--- config.mk ---
export PLATFORM = sky130hd
export DESIGN_NAME = wdt_top
export DESIGN_NICKNAME = d
export VERILOG_FILES = /design/src/rtl/wdt_pkg.sv /design/src/rtl/wdt_prescaler.sv /design/src/rtl/wdt_top.sv
export SDC_FILE = /design/constraint.sdc
export NUM_CORES = 1
export LEC_CHECK = 0
export BUFFER_PORTS_ARGS = -buffer_cell sky130_fd_sc_hd__buf_2
export CAP_MARGIN = 20
export CORE_ASPECT_RATIO = 0.9
export CORE_UTILIZATION = 53
export CTS_CLUSTER_SIZE = 16
export DETAILED_ROUTE_END_ITERATION = 16
export HOLD_SLACK_MARGIN = 0.12
export PLACE_DENSITY = 0.8
export SLEW_MARGIN = 20
export SYNTH_ARGS = -nofsm -noshare
export SYNTH_HDL_FRONTEND = slang
export SYNTH_HIERARCHICAL = 1
export SYNTH_SLANG_ARGS = --single-unit
--- constraint.sdc ---
create_clock -name pclk -period 3.8 [get_ports pclk]
set_input_delay 0.76 -clock pclk [delete_from_list [all_inputs] [get_ports pclk]]
set_output_delay 0.76 -clock pclk [all_outputs]
set_load 0.1 [all_outputs]
--- src/rtl/wdt_pkg.sv ---
// Package: register map, field positions, reset values and types of the watchdog
package wdt_pkg;
  // ************************************************************
  // Register offsets (byte addresses)
  // ************************************************************
  localparam logic [11:0] OFS_CONTROL   = 12'h000;
  localparam logic [11:0] OFS_RESTART   = 12'h004;
  localparam logic [11:0] OFS_PROTECT   = 12'h008;
  localparam logic [11:0] OFS_MODE_ONE  = 12'h00C;
  localparam logic [11:0] OFS_MODE_TWO  = 12'h010;
  localparam logic [11:0] OFS_CLK_ONE   = 12'h014;
  localparam logic [11:0] OFS_CLK_TWO   = 12'h018;
  localparam logic [11:0] OFS_IRQ_STAT  = 12'h01C;
  localparam logic [11:0] OFS_IRQ_CLR   = 12'h020;
  localparam logic [11:0] OFS_IRQ_EN    = 12'h024;
  localparam logic [11:0] OFS_COUNT     = 12'h028;
  localparam logic [11:0] OFS_POWER     = 12'h02C;
  // ************************************************************
  // Field positions
  // ************************************************************
  localparam int BIT_DIV_SEL      = 7;
  localparam int BIT_UNLOCK       = 1;
  localparam int BIT_UFL_ACTION   = 2;
  localparam int BIT_CSP_SEL      = 2;
  localparam int BIT_STOP_REQ     = 0;
  localparam int BIT_SYSCLK_SEL   = 1;
  localparam int BIT_SUBCLK_CPU   = 0;
  localparam int BIT_WAIT_REQ     = 0;
  localparam int BIT_EV_UFL       = 0;
  localparam int BIT_EV_RESTART   = 1;
  // ************************************************************
  // Counts and reset values
  // ************************************************************
  localparam int          CNT_W     = 15;
  localparam int          DIV_FAST  = 16;
  localparam int          DIV_SLOW  = 128;
  localparam int          DIV_SUB   = 2;
  localparam logic [14:0] CNT_MAX   = 15'h7FFF;
  localparam logic [31:0] RST_WORD  = 32'h0000_0000;
  localparam int          EV_W      = 2;
  // ************************************************************
  // Types
  // ************************************************************
  typedef enum logic [1:0] {
    ST_IDLE  = 2'b00,
    ST_RUN   = 2'b01,
    ST_FIRED = 2'b10
  } wdt_state_t;

  typedef struct packed {
    logic        stop_mode;
    logic        wait_mode;
    logic        sub_clk_cpu;
    logic        osc_tick;
  } sys_in_t;

  typedef struct packed {
    logic        irq;
    logic        wdt_reset;
    logic        osc_run;
    logic        stop_active;
  } sys_out_t;
endpackage : wdt_pkg

--- src/rtl/wdt_prescaler.sv ---
// Prescaler: selectable divider producing one tick per division period
`timescale 1ns/1ps
`default_nettype none
module wdt_prescaler #(
  parameter int MAX_DIV = 128
) (
  input  wire logic       pclk,
  input  wire logic       presetn,
  input  wire logic       clear,
  input  wire logic       enable,
  input  wire logic [7:0] ratio,
  output logic            tick
);
  initial begin
    if (MAX_DIV < 2 || MAX_DIV > 256) $error("MAX_DIV out of range");
  end

  typedef struct packed {
    logic [7:0] cnt;
  } pre_state_t;

  pre_state_t st_q;
  pre_state_t st_d;

  always_comb begin
    st_d = st_q;
    tick = 1'b0;
    if (clear) begin
      st_d.cnt = 8'h00;
    end else if (enable) begin
      if (st_q.cnt >= ratio - 8'h01) begin
        st_d.cnt = 8'h00;
        tick     = 1'b1;
      end else begin
        st_d.cnt = st_q.cnt + 8'h01;
      end
    end
  end

  always_ff @(posedge pclk or negedge presetn) begin
    if (!presetn) begin
      st_q <= '0;
    end else begin
      st_q <= st_d;
    end
  end
endmodule : wdt_prescaler
`default_nettype wire

--- src/rtl/wdt_top.sv ---
// Watchdog timer with count source protective mode, APB register slave
// Contract
// RQ1: 15-bit down-counter ticked by CPU prescaler
// RQ2: Underflow gives interrupt or reset per action bit
// RQ3: Action bit sets only, locked until reset
// RQ4: Prescaler divides 16 or 128 per select
// RQ5: Sub clock CPU: divide by two always
// RQ6: Period equals ratio times 32768 cycles
// RQ7: Restart write reloads; first write starts counting
// RQ8: After reset prescaler and counter stay idle
// RQ9: Software restarts before period and in handler
// RQ10: Stop and wait freeze; resume from held value
// RQ11: Protective mode counts oscillator ticks directly
// RQ12: Protective entry sequence ends with restart write
// RQ13: Mode registers writable only while unlocked
// RQ14: Protective mode keeps oscillator running
// RQ15: Protective mode blocks stop request writes
// RQ16: Protective mode keeps counting in wait
// RQ17: Restart loads all ones, clears prescaler
// RQ18: Interrupt mode reloads; request one-cycle pulse
//
// The implementer's own choices: register access over APB and the register offsets.
`timescale 1ns/1ps
`default_nettype none
module wdt_top (
  input  wire logic             pclk,
  input  wire logic             presetn,
  input  wire logic             psel,
  input  wire logic             penable,
  input  wire logic             pwrite,
  input  wire logic [11:0]      paddr,
  input  wire logic [31:0]      pwdata,
  output logic [31:0]           prdata,
  output logic                  pready,
  output logic                  pslverr,
  input  wire wdt_pkg::sys_in_t sys_in,
  output wdt_pkg::sys_out_t     sys_out,
  output logic                  irq
);
  // ************************************************************
  // State
  // ************************************************************
  typedef struct packed {
    wdt_pkg::wdt_state_t fsm;
    logic [14:0]         cnt;
    logic                div_sel;
    logic                unlock;
    logic                ufl_action;
    logic                csp_sel;
    logic                stop_req;
    logic                sysclk_sel;
    logic                wdt_reset;
    logic                ufl_pulse;
    logic [1:0]          ev_stat;
    logic [1:0]          ev_en;
    logic [31:0]         rdata;
  } top_state_t;

  top_state_t st_q;
  top_state_t st_d;

  logic        wr_acc;
  logic        rd_acc;
  logic        restart_wr;
  logic        running;
  logic        freeze;
  logic        pre_tick;
  logic        cnt_step;
  logic [7:0]  ratio;
  logic [1:0]  ev_set;
  logic        addr_ok;

  assign wr_acc     = psel && penable && pwrite;
  assign rd_acc     = psel && !penable && !pwrite;
  assign restart_wr = wr_acc && (paddr == wdt_pkg::OFS_RESTART);                 // RQ7
  assign running    = (st_q.fsm != wdt_pkg::ST_IDLE);                              // RQ8
  // Protective mode ignores wait; stop cannot be entered then anyway
  assign freeze     = sys_in.stop_mode || (sys_in.wait_mode && !st_q.csp_sel);      // RQ10 RQ16

  // ************************************************************
  // Prescaler ratio
  // ************************************************************
  always_comb begin
    if (sys_in.sub_clk_cpu) begin
      ratio = 8'(wdt_pkg::DIV_SUB);                                                 // RQ5
    end else if (st_q.div_sel) begin
      ratio = 8'(wdt_pkg::DIV_SLOW);                                                // RQ4
    end else begin
      ratio = 8'(wdt_pkg::DIV_FAST);                                                // RQ4
    end
  end

  wdt_prescaler #(
    .MAX_DIV (wdt_pkg::DIV_SLOW)
  ) u_pre (
    .pclk    (pclk),
    .presetn (presetn),
    .clear   (restart_wr),                                                          // RQ17
    .enable  (running && !freeze && !st_q.csp_sel),                                 // RQ8
    .ratio   (ratio),
    .tick    (pre_tick)
  );

  // Oscillator tick bypasses the prescaler in protective mode
  assign cnt_step = running && !freeze && !restart_wr
                    && (st_q.csp_sel ? sys_in.osc_tick : pre_tick);                  // RQ1 RQ11 RQ6

  always_comb begin
    addr_ok = 1'b1;
    case (paddr)
      wdt_pkg::OFS_CONTROL, wdt_pkg::OFS_RESTART, wdt_pkg::OFS_PROTECT,
      wdt_pkg::OFS_MODE_ONE, wdt_pkg::OFS_MODE_TWO, wdt_pkg::OFS_CLK_ONE,
      wdt_pkg::OFS_CLK_TWO, wdt_pkg::OFS_IRQ_STAT, wdt_pkg::OFS_IRQ_CLR,
      wdt_pkg::OFS_IRQ_EN, wdt_pkg::OFS_COUNT, wdt_pkg::OFS_POWER: addr_ok = 1'b1;
      default: addr_ok = 1'b0;
    endcase
  end

  // ************************************************************
  // Next state
  // ************************************************************
  always_comb begin
    st_d           = st_q;
    st_d.ufl_pulse = 1'b0;
    ev_set         = 2'b00;
    // Counter
    if (restart_wr) begin
      st_d.cnt = wdt_pkg::CNT_MAX;                                                  // RQ17
      if (st_q.fsm == wdt_pkg::ST_IDLE) begin
        st_d.fsm = wdt_pkg::ST_RUN;                                                 // RQ7
      end
      ev_set[wdt_pkg::BIT_EV_RESTART] = 1'b1;
    end else if (cnt_step && st_q.fsm == wdt_pkg::ST_RUN) begin
      if (st_q.cnt == 15'h0000) begin
        ev_set[wdt_pkg::BIT_EV_UFL] = 1'b1;
        if (st_q.ufl_action) begin
          st_d.wdt_reset = 1'b1;                                                    // RQ2
          st_d.fsm       = wdt_pkg::ST_FIRED;
        end else begin
          st_d.ufl_pulse = 1'b1;                                                    // RQ2 RQ18
          st_d.cnt       = wdt_pkg::CNT_MAX;                                        // RQ18
        end
      end else begin
        st_d.cnt = st_q.cnt - 15'h0001;                                             // RQ1
      end
    end
    // Register writes
    if (wr_acc) begin
      case (paddr)
        wdt_pkg::OFS_CONTROL: st_d.div_sel = pwdata[wdt_pkg::BIT_DIV_SEL];
        wdt_pkg::OFS_PROTECT: st_d.unlock  = pwdata[wdt_pkg::BIT_UNLOCK];
        wdt_pkg::OFS_MODE_ONE: begin
          if (st_q.unlock && pwdata[wdt_pkg::BIT_UFL_ACTION]) begin                 // RQ13
            st_d.ufl_action = 1'b1;                                                 // RQ3
          end
        end
        wdt_pkg::OFS_MODE_TWO: begin
          if (st_q.unlock) begin                                                    // RQ13
            st_d.csp_sel = pwdata[wdt_pkg::BIT_CSP_SEL];
          end
        end
        wdt_pkg::OFS_CLK_ONE: begin
          if (!st_q.csp_sel) begin                                                  // RQ15
            st_d.stop_req = pwdata[wdt_pkg::BIT_STOP_REQ];
          end
        end
        wdt_pkg::OFS_CLK_TWO: st_d.sysclk_sel = pwdata[wdt_pkg::BIT_SYSCLK_SEL];
        wdt_pkg::OFS_IRQ_EN:  st_d.ev_en      = pwdata[1:0];
        default: begin
        end
      endcase
    end
    // Stop request is consumed once the system enters stop mode
    if (sys_in.stop_mode) begin
      st_d.stop_req = 1'b0;
    end
    // Set wins over clear
    if (wr_acc && paddr == wdt_pkg::OFS_IRQ_CLR) begin
      st_d.ev_stat = st_q.ev_stat & ~pwdata[1:0];
    end
    st_d.ev_stat = st_d.ev_stat | ev_set;
    // Read data captured in the setup cycle
    if (rd_acc) begin
      st_d.rdata = wdt_pkg::RST_WORD;
      case (paddr)
        wdt_pkg::OFS_CONTROL:  st_d.rdata[wdt_pkg::BIT_DIV_SEL]    = st_q.div_sel;
        wdt_pkg::OFS_PROTECT:  st_d.rdata[wdt_pkg::BIT_UNLOCK]     = st_q.unlock;
        wdt_pkg::OFS_MODE_ONE: st_d.rdata[wdt_pkg::BIT_UFL_ACTION] = st_q.ufl_action;
        wdt_pkg::OFS_MODE_TWO: st_d.rdata[wdt_pkg::BIT_CSP_SEL]    = st_q.csp_sel;
        wdt_pkg::OFS_CLK_ONE:  st_d.rdata[wdt_pkg::BIT_STOP_REQ]   = st_q.stop_req;
        wdt_pkg::OFS_CLK_TWO:  st_d.rdata[wdt_pkg::BIT_SYSCLK_SEL] = st_q.sysclk_sel;
        wdt_pkg::OFS_IRQ_STAT: st_d.rdata[1:0]                     = st_q.ev_stat;
        wdt_pkg::OFS_IRQ_EN:   st_d.rdata[1:0]                     = st_q.ev_en;
        wdt_pkg::OFS_COUNT:    st_d.rdata[14:0]                    = st_q.cnt;
        default: begin
        end
      endcase
    end
  end

  always_ff @(posedge pclk or negedge presetn) begin
    if (!presetn) begin
      st_q <= '0;
    end else begin
      st_q <= st_d;
    end
  end

  // ************************************************************
  // Outputs
  // ************************************************************
  assign prdata              = st_q.rdata;
  assign pready              = 1'b1;
  assign pslverr             = psel && penable && !addr_ok;
  assign irq                 = |(st_q.ev_stat & st_q.ev_en);
  // One driver for the whole struct; oscillator also runs when picked as system clock
  assign sys_out = '{irq:         st_q.ufl_pulse,                                   // RQ18
                     wdt_reset:   st_q.wdt_reset,                                   // RQ2
                     osc_run:     st_q.csp_sel || st_q.sysclk_sel,                  // RQ14
                     stop_active: st_q.stop_req};                                   // RQ15

  // ************************************************************
  // Assertions
  // ************************************************************
  a_ufl_reset: assert property (@(posedge pclk) disable iff (!presetn)              // RQ2
    (cnt_step && st_q.fsm == wdt_pkg::ST_RUN && st_q.cnt == 15'h0000 && st_q.ufl_action)
      |=> sys_out.wdt_reset) else $error("Underflow did not raise reset");
  a_ufl_irq: assert property (@(posedge pclk) disable iff (!presetn)                // RQ18
    sys_out.irq |-> st_q.cnt == wdt_pkg::CNT_MAX ##1 !sys_out.irq)
    else $error("Interrupt pulse too long or no reload");
  a_action_lock: assert property (@(posedge pclk) disable iff (!presetn)            // RQ3
    st_q.ufl_action |=> st_q.ufl_action) else $error("Action bit cleared");
  a_mode_protect: assert property (@(posedge pclk) disable iff (!presetn)           // RQ13
    !st_q.unlock |=> $stable(st_q.csp_sel)) else $error("Mode write while locked");
  a_stop_block: assert property (@(posedge pclk) disable iff (!presetn)             // RQ15
    (st_q.csp_sel && !st_q.stop_req) |=> !st_q.stop_req) else $error("Stop entered");
  a_idle_hold: assert property (@(posedge pclk) disable iff (!presetn)              // RQ8
    (st_q.fsm == wdt_pkg::ST_IDLE && !restart_wr) |=> $stable(st_q.cnt))
    else $error("Counter moved while idle");
  a_restart_load: assert property (@(posedge pclk) disable iff (!presetn)           // RQ17
    restart_wr |=> st_q.cnt == wdt_pkg::CNT_MAX && running) else $error("Restart failed");
  a_freeze_hold: assert property (@(posedge pclk) disable iff (!presetn)            // RQ10
    (freeze && !restart_wr) |=> $stable(st_q.cnt)) else $error("Counted while frozen");
  a_osc_on: assert property (@(posedge pclk) disable iff (!presetn)                 // RQ14
    st_q.csp_sel |-> sys_out.osc_run) else $error("Oscillator off in protect");
  a_wait_count: assert property (@(posedge pclk) disable iff (!presetn)             // RQ16
    (st_q.csp_sel && sys_in.wait_mode && !sys_in.stop_mode && running
     && st_q.fsm == wdt_pkg::ST_RUN && sys_in.osc_tick && !restart_wr
     && st_q.cnt != 15'h0000) |=> st_q.cnt == $past(st_q.cnt) - 15'h0001)
    else $error("Protect mode froze in wait");
  c_irq:     cover property (@(posedge pclk) disable iff (!presetn) sys_out.irq);
  c_reset:   cover property (@(posedge pclk) disable iff (!presetn) sys_out.wdt_reset);
  c_protect: cover property (@(posedge pclk) disable iff (!presetn) st_q.csp_sel && restart_wr);
endmodule : wdt_top
`default_nettype wire

Word level (Yosys, flattened, before mapping):

Index checks and enable logic that the tools add are counted.

* add/sub/neg operators: 3
* $lt $le $gt $ge: 1
* reduce and logical (&&, ||, !) cells: 44
* equal/unequal tests: 15
* muxes and demuxes: 37
* bitwise gates (word level): 5

Operators with widths (number)
* 12-bit by 5-bit == test with 1-bit output, second input constant: 4
* 12-bit by 6-bit == test with 1-bit output, second input constant: 4
* 8-bit two-way mux: 5
* 17-bit two-way mux: 2
* 15-bit two-way mux: 2
* 12-bit by 4-bit == test with 1-bit output, second input constant: 2
* 1-bit two-way mux: 17
* 15-bit logical NOT: 1
* 15-bit by 1-bit subtractor with 15-bit output, second input constant: 1
* 1-bit logical AND: 14
* 2-bit nonzero test: 7
* 12-bit by 3-bit == test with 1-bit output, second input constant: 1
* 12-bit logical NOT: 1
* 12-bit OR reduction: 1
* 2-bit two-way mux: 5
* 2-bit AND reduction: 5
* 3-bit AND reduction: 3
* 8-bit by 1-bit adder with 8-bit output, second input constant: 1
* 8-bit >= comparator: 1
* 4-bit AND reduction: 2
* 8-bit by 1-bit subtractor with 8-bit output, second input constant: 1
* 7-bit two-way mux: 1
* 1-bit logical NOT: 6
* 1-bit case mux with 5 select lines: 1
* 15 further kinds: 17

* output and inout port bits: 39
* word-level logic and storage cells: 119
* register bits after elaboration: 52
* input bits: 53

Depth between registers and ports, before layout:

* depth after elaboration: 14
* depth in mapped cells: 15

Modules after synthesis:

Netlist, hierarchy kept.

Modules (own cells, without submodules)
* wdt_top: cells each 295, area each 2635.0 µm², instances 1
* wdt_prescaler: cells each 86, area each 754.5 µm², instances 1

Least setup slack after synthesis:

Ideal clock, no wire load.

* path kind: input -> register
* start point: in sys_in[1] (netlist bit)
* end point: reg st_q[53] (netlist bit)
* path buffers: 1
* path slack: 0.047 ns
* data required time: 3.662 ns
* library setup time: 0.138 ns
* arrival time: 3.615 ns
* cell stages on the path: 15
* cells stage by stage: nor2_1 > nor4_1 > nand2_1 > xor2_1 > ha_1 > nand2_1 > nor2_1 > a21oi_1 > nor3b_1 > nor3b_1 > o211ai_1 > or3_2 > buf_4 > o41ai_1 > o21ai_0

* longest elaborated chain between the ends: 11

Ends and longest elaborated chain
* start: declaration: line wdt_top.sv:36 `input wire wdt_pkg::sys_in_t sys_in,`
* 8-bit two-way mux: line wdt_top.sv:84 `if (sys_in.sub_clk_cpu) begin`
* 8-bit by 1-bit subtractor with 8-bit output: line wdt_prescaler.sv:31 `if (st_q.cnt >= ratio - 8'h01) begin`
* 8-bit >= comparator: line wdt_prescaler.sv:31
* 1-bit two-way mux: line wdt_prescaler.sv:31
* 1-bit two-way mux: line wdt_prescaler.sv:30 `end else if (enable) begin`
* 1-bit two-way mux: line wdt_prescaler.sv:28 `if (clear) begin`
* via pre_tick: line wdt_top.sv:67 `logic pre_tick;`
* 1-bit two-way mux: line wdt_top.sv:106 `&& (st_q.csp_sel ? sys_in.osc_tick : pre_tick);`
* 1-bit logical AND: line wdt_top.sv:106
* 1-bit logical AND: line wdt_top.sv:133 `end else if (cnt_step && st_q.fsm == wdt_pkg::ST_RUN) begin`
* 2-bit nonzero test (no line)
* 2-bit AND reduction (no line)
* end signal: assignment: line wdt_top.sv:205 `st_q <= st_d;`
* end: declaration: line wdt_top.sv:59 `top_state_t st_q;`

The timed path passes the listed nets, and every way through them passes these cells.
A chain may end at the register's enable or synchronous reset.

Final worst setup path:

* start point: in sys_in[1] (netlist bit)
* end point: reg st_q[47] (netlist bit)

The elaborated chain is that of the path after synthesis.

==> flow_summary.json <==
{
  "status": "finished clean",
  "ys_dominant_reg_cell": "dfrtp_1",
  "seq_power_share_pct": 45.8,
  "p_leak_nw": 1.84,
  "total_power_w": 0.00136,
  "cts_buffers": 5,
  "wl_mm": 7.46,
  "cap_viol_max_count": 0,
  "ys_top_cells_by_count": "dfrtp_1, nand2_1, buf_4, nor2_1, nand3_1",
  "grt_pass1_wl_mm": 12.6,
  "synthCells": 381,
  "layout-drive-gt1-share_pct": 22.6,
  "num_io_pins": 92,
  "setup_tns_ps": 0,
  "grt.total_usage_pct": 23.7,
  "cp-start-kind": "input port",
  "start_util_pct": 55.1,
  "vias": 2883,
  "area_delta_synth_final_pct": 10.3,
  "ys_types": 58,
  "fmax_mhz": 280,
  "cts_sinks": 52,
  "cts_buffer_depth": 2,
  "cts_hold_buffers": 0,
  "die_w_um": 86.3,
  "yosysMostFrequentCell": "dfrtp_1",
  "yosys_warnings": 6,
  "routabilityCongestion": 0.900,
  "drt_iter0_markers": 222,
  "period_minus_slack_ps": 3570,
  "wl_per_cell_um": 14.3,
  "htree_levels": 2,
  "p_switching_w": 0.000471,
  "clk_latency_ps": 310,
  "dieArea_um2": 6720,
  "synth_top_cell_by_area": "dfrtp_1",
  "combPwrFrac_pct": 26.6,
  "cts_tree": "yes",
  "synth_area_um2": 3390,
  "rows": 27,
  "design_area_um2": 3740,
  "die_y_um": 77.9,
  "ys_top_cells_by_area": "dfrtp_1, buf_4, nand2_1",
  "clkPwrFrac_pct": 27.6,
  "clk_pin_slew_ps": 90,
  "final_hold_viol_count": 0,
  "crit_arrival_ps": 3730,
  "antenna_found_initial": 0,
  "ys_ff_latch": 52,
  "yosysTopAreaCellShare_pct": 38.4,
  "cp_max_fo": 6,
  "crit_type": "input port to flop",
  "r2r_cells": 14,
  "diodes": 0,
  "portBuffers": 45,
  "grt_pass1_vias": 2679,
  "slew_violations": 0,
  "placedCellCount": 512,
  "setup_viol": 0,
  "nets": 497,
  "finClkSkew_ps": 5.86,
  "ys_seq_area_share_pct": 38.4,
  "ir_drop_v": 0.000155,
  "placed_cell_area_um2": 3620,
  "syn_area_per_cell_um2": 8.90,
  "rsz0062_at_grt": "no",
  "cellInternalPower_w": 0.000889,
  "grt_max_degree": 30,
  "regToRegSetupSlack_ps": 340,
  "vias_per_cell": 5.54,
  "grt_remaining_overflow": 0,
  "required_ps": 3960,
  "synth_edf_count": 0,
  "worst_slew_pin_slew_ps": 857,
  "finalCritPeriodShare_pct": 93.9,
  "async_flop_share_pct": 100,
  "drt_first_pass_iters": 4,
  "slew_headroom_pct": 42.3,
  "r2r-start": "st_q[43]",
  "root_buffer": "clkbuf_8",
  "antenna_left": 0,
  "drc": 0,
  "hp-class": "input port to async pin",
  "switching_share_pct": 34.6,
  "postCtsSetupBuffers": 0,
  "r2r-end": "st_q[47]",
  "p_per_area_nw_per_um2": 364,
  "core_area_um2": 6150,
  "instances_no_fill": 520,
  "dp_hpwl_mm": 5.74,
  "cp-end-kind": "flop"
}
## registers in the layout (all words and copies together) (netlist names)
| name | cells |
|---|---|
| u_pre/st_q | 8 |
| prdata | 15 |
| st_q | 26 |
| sys_out | 3 |
## how the worst max path moves through the flow
stage               startpoint       end  depth (start not counted)
floorplan            sys_in[1]  st_q[53]                         15
global placement     sys_in[1]  st_q[53]                         15
detailed placement   sys_in[1]  st_q[47]                         15
CTS                  sys_in[1]  st_q[47]                         15
global route         sys_in[1]  st_q[46]                         16
finish               sys_in[1]  st_q[47]                         16
## routing by layer
layer / wire length (um) / track usage [%] / share of wire (%) / vias up
li1: - / - / - / 1404
met4: 70 / 7.17 / 0.94 / 0
met2: 3310 / 35.1 / 44 / 95
met1: 3630 / 35.7 / 49 / 1377
met5: 0 / 0 / 0 / -
met3: 452 / 3.40 / 6.1 / 7
## what timing repair did
item	in CTS	in global routing
gates resized for setup	0	1
setup endpoints to repair	0	8
endpoints found under the hold margin	0	0
## critical path, stage by stage
cell and delay, ps:
buf_2 110, buf_4 150, inv_1 50, ha_1 220, nand2_1 90, xor2_1 150, ha_1 270, nand2_1 90
nor2_1 150, a21oi_1 110, nor3b_1 170, nor3b_1 190, o211ai_1 130, or3_2 570, o41ai_1 320, o21ai_0 190
## cells in the final DEF (no fill, tap or decap), types with 5 or more instances in the layout
cell | Yosys | final
nand3_1 | 24 | 24
nor3b_1 | 7 | 7
conb_1 | 2 | 33
nor2_1 | 30 | 30
nand2_1 | 47 | 47
dfrtp_1 | 52 | 52
buf_2 | 0 | 45
o21ai_0 | 20 | 20
a21oi_1 | 11 | 11
mux2_2 | 7 | 7
nor3_1 | 14 | 14
clkbuf_8 | 0 | 5
nor4_1 | 7 | 6
ha_1 | 12 | 12
buf_4 | 38 | 14
inv_1 | 12 | 12
## cells by family after synthesis
logic type               count (synthesis)  synth area share [%]
buffers and inverters                   59                  11.1
adder cells (fa/ha/maj)                 12                  4.43
multiplexers                             9                  2.92
AND/OR/NAND/NOR                        170                  26.2
flip-flops                              52                  38.4
other                                    2                 0.222
AO/OA/AOI/OAI                           70                  14.9
XOR/XNOR                                 7                  1.81
## final cells by class
| class | instances | area, um^2 |
|---|---|---|
| fillers | 543 | 2410 |
| clock inverters | 3 | 42.5 |
| flip-flops and latches | 52 | 1300 |
| well taps | 87 | 109 |
| multi-input cells | 301 | 1830 |
| clock buffers | 5 | 68.8 |
| repair buffers | 59 | 330 |
| inverters | 13 | 53.8 |
## stage by stage
step / setup WS [ps] / util [%] / hold slack (ps)
2_1_floorplan: 46.9 / - / 436
3_3_place_gp: 13.3 / 58.9 / 446
3_5_place_dp: -120 / 58.9 / 450
4_1_cts: 196 / 60.7 / 471
5_1_grt: 2.98 / 60.8 / 482
6_report: 233 / 60.8 / 454
## power by group through the flow
stage	Combinational, W	Clock [W]	Sequential [W]
3_3_place_gp	0.000349	0	0.000629
6_report	0.000362	0.000376	0.000623
2_1_floorplan	0.000299	0	0.000621
5_1_grt	0.000395	0.000406	0.000626
3_5_place_dp	0.000361	0	0.000631
4_1_cts	0.000362	0.000383	0.000620
No activity file was read; power rests on OpenSTA's default activity.
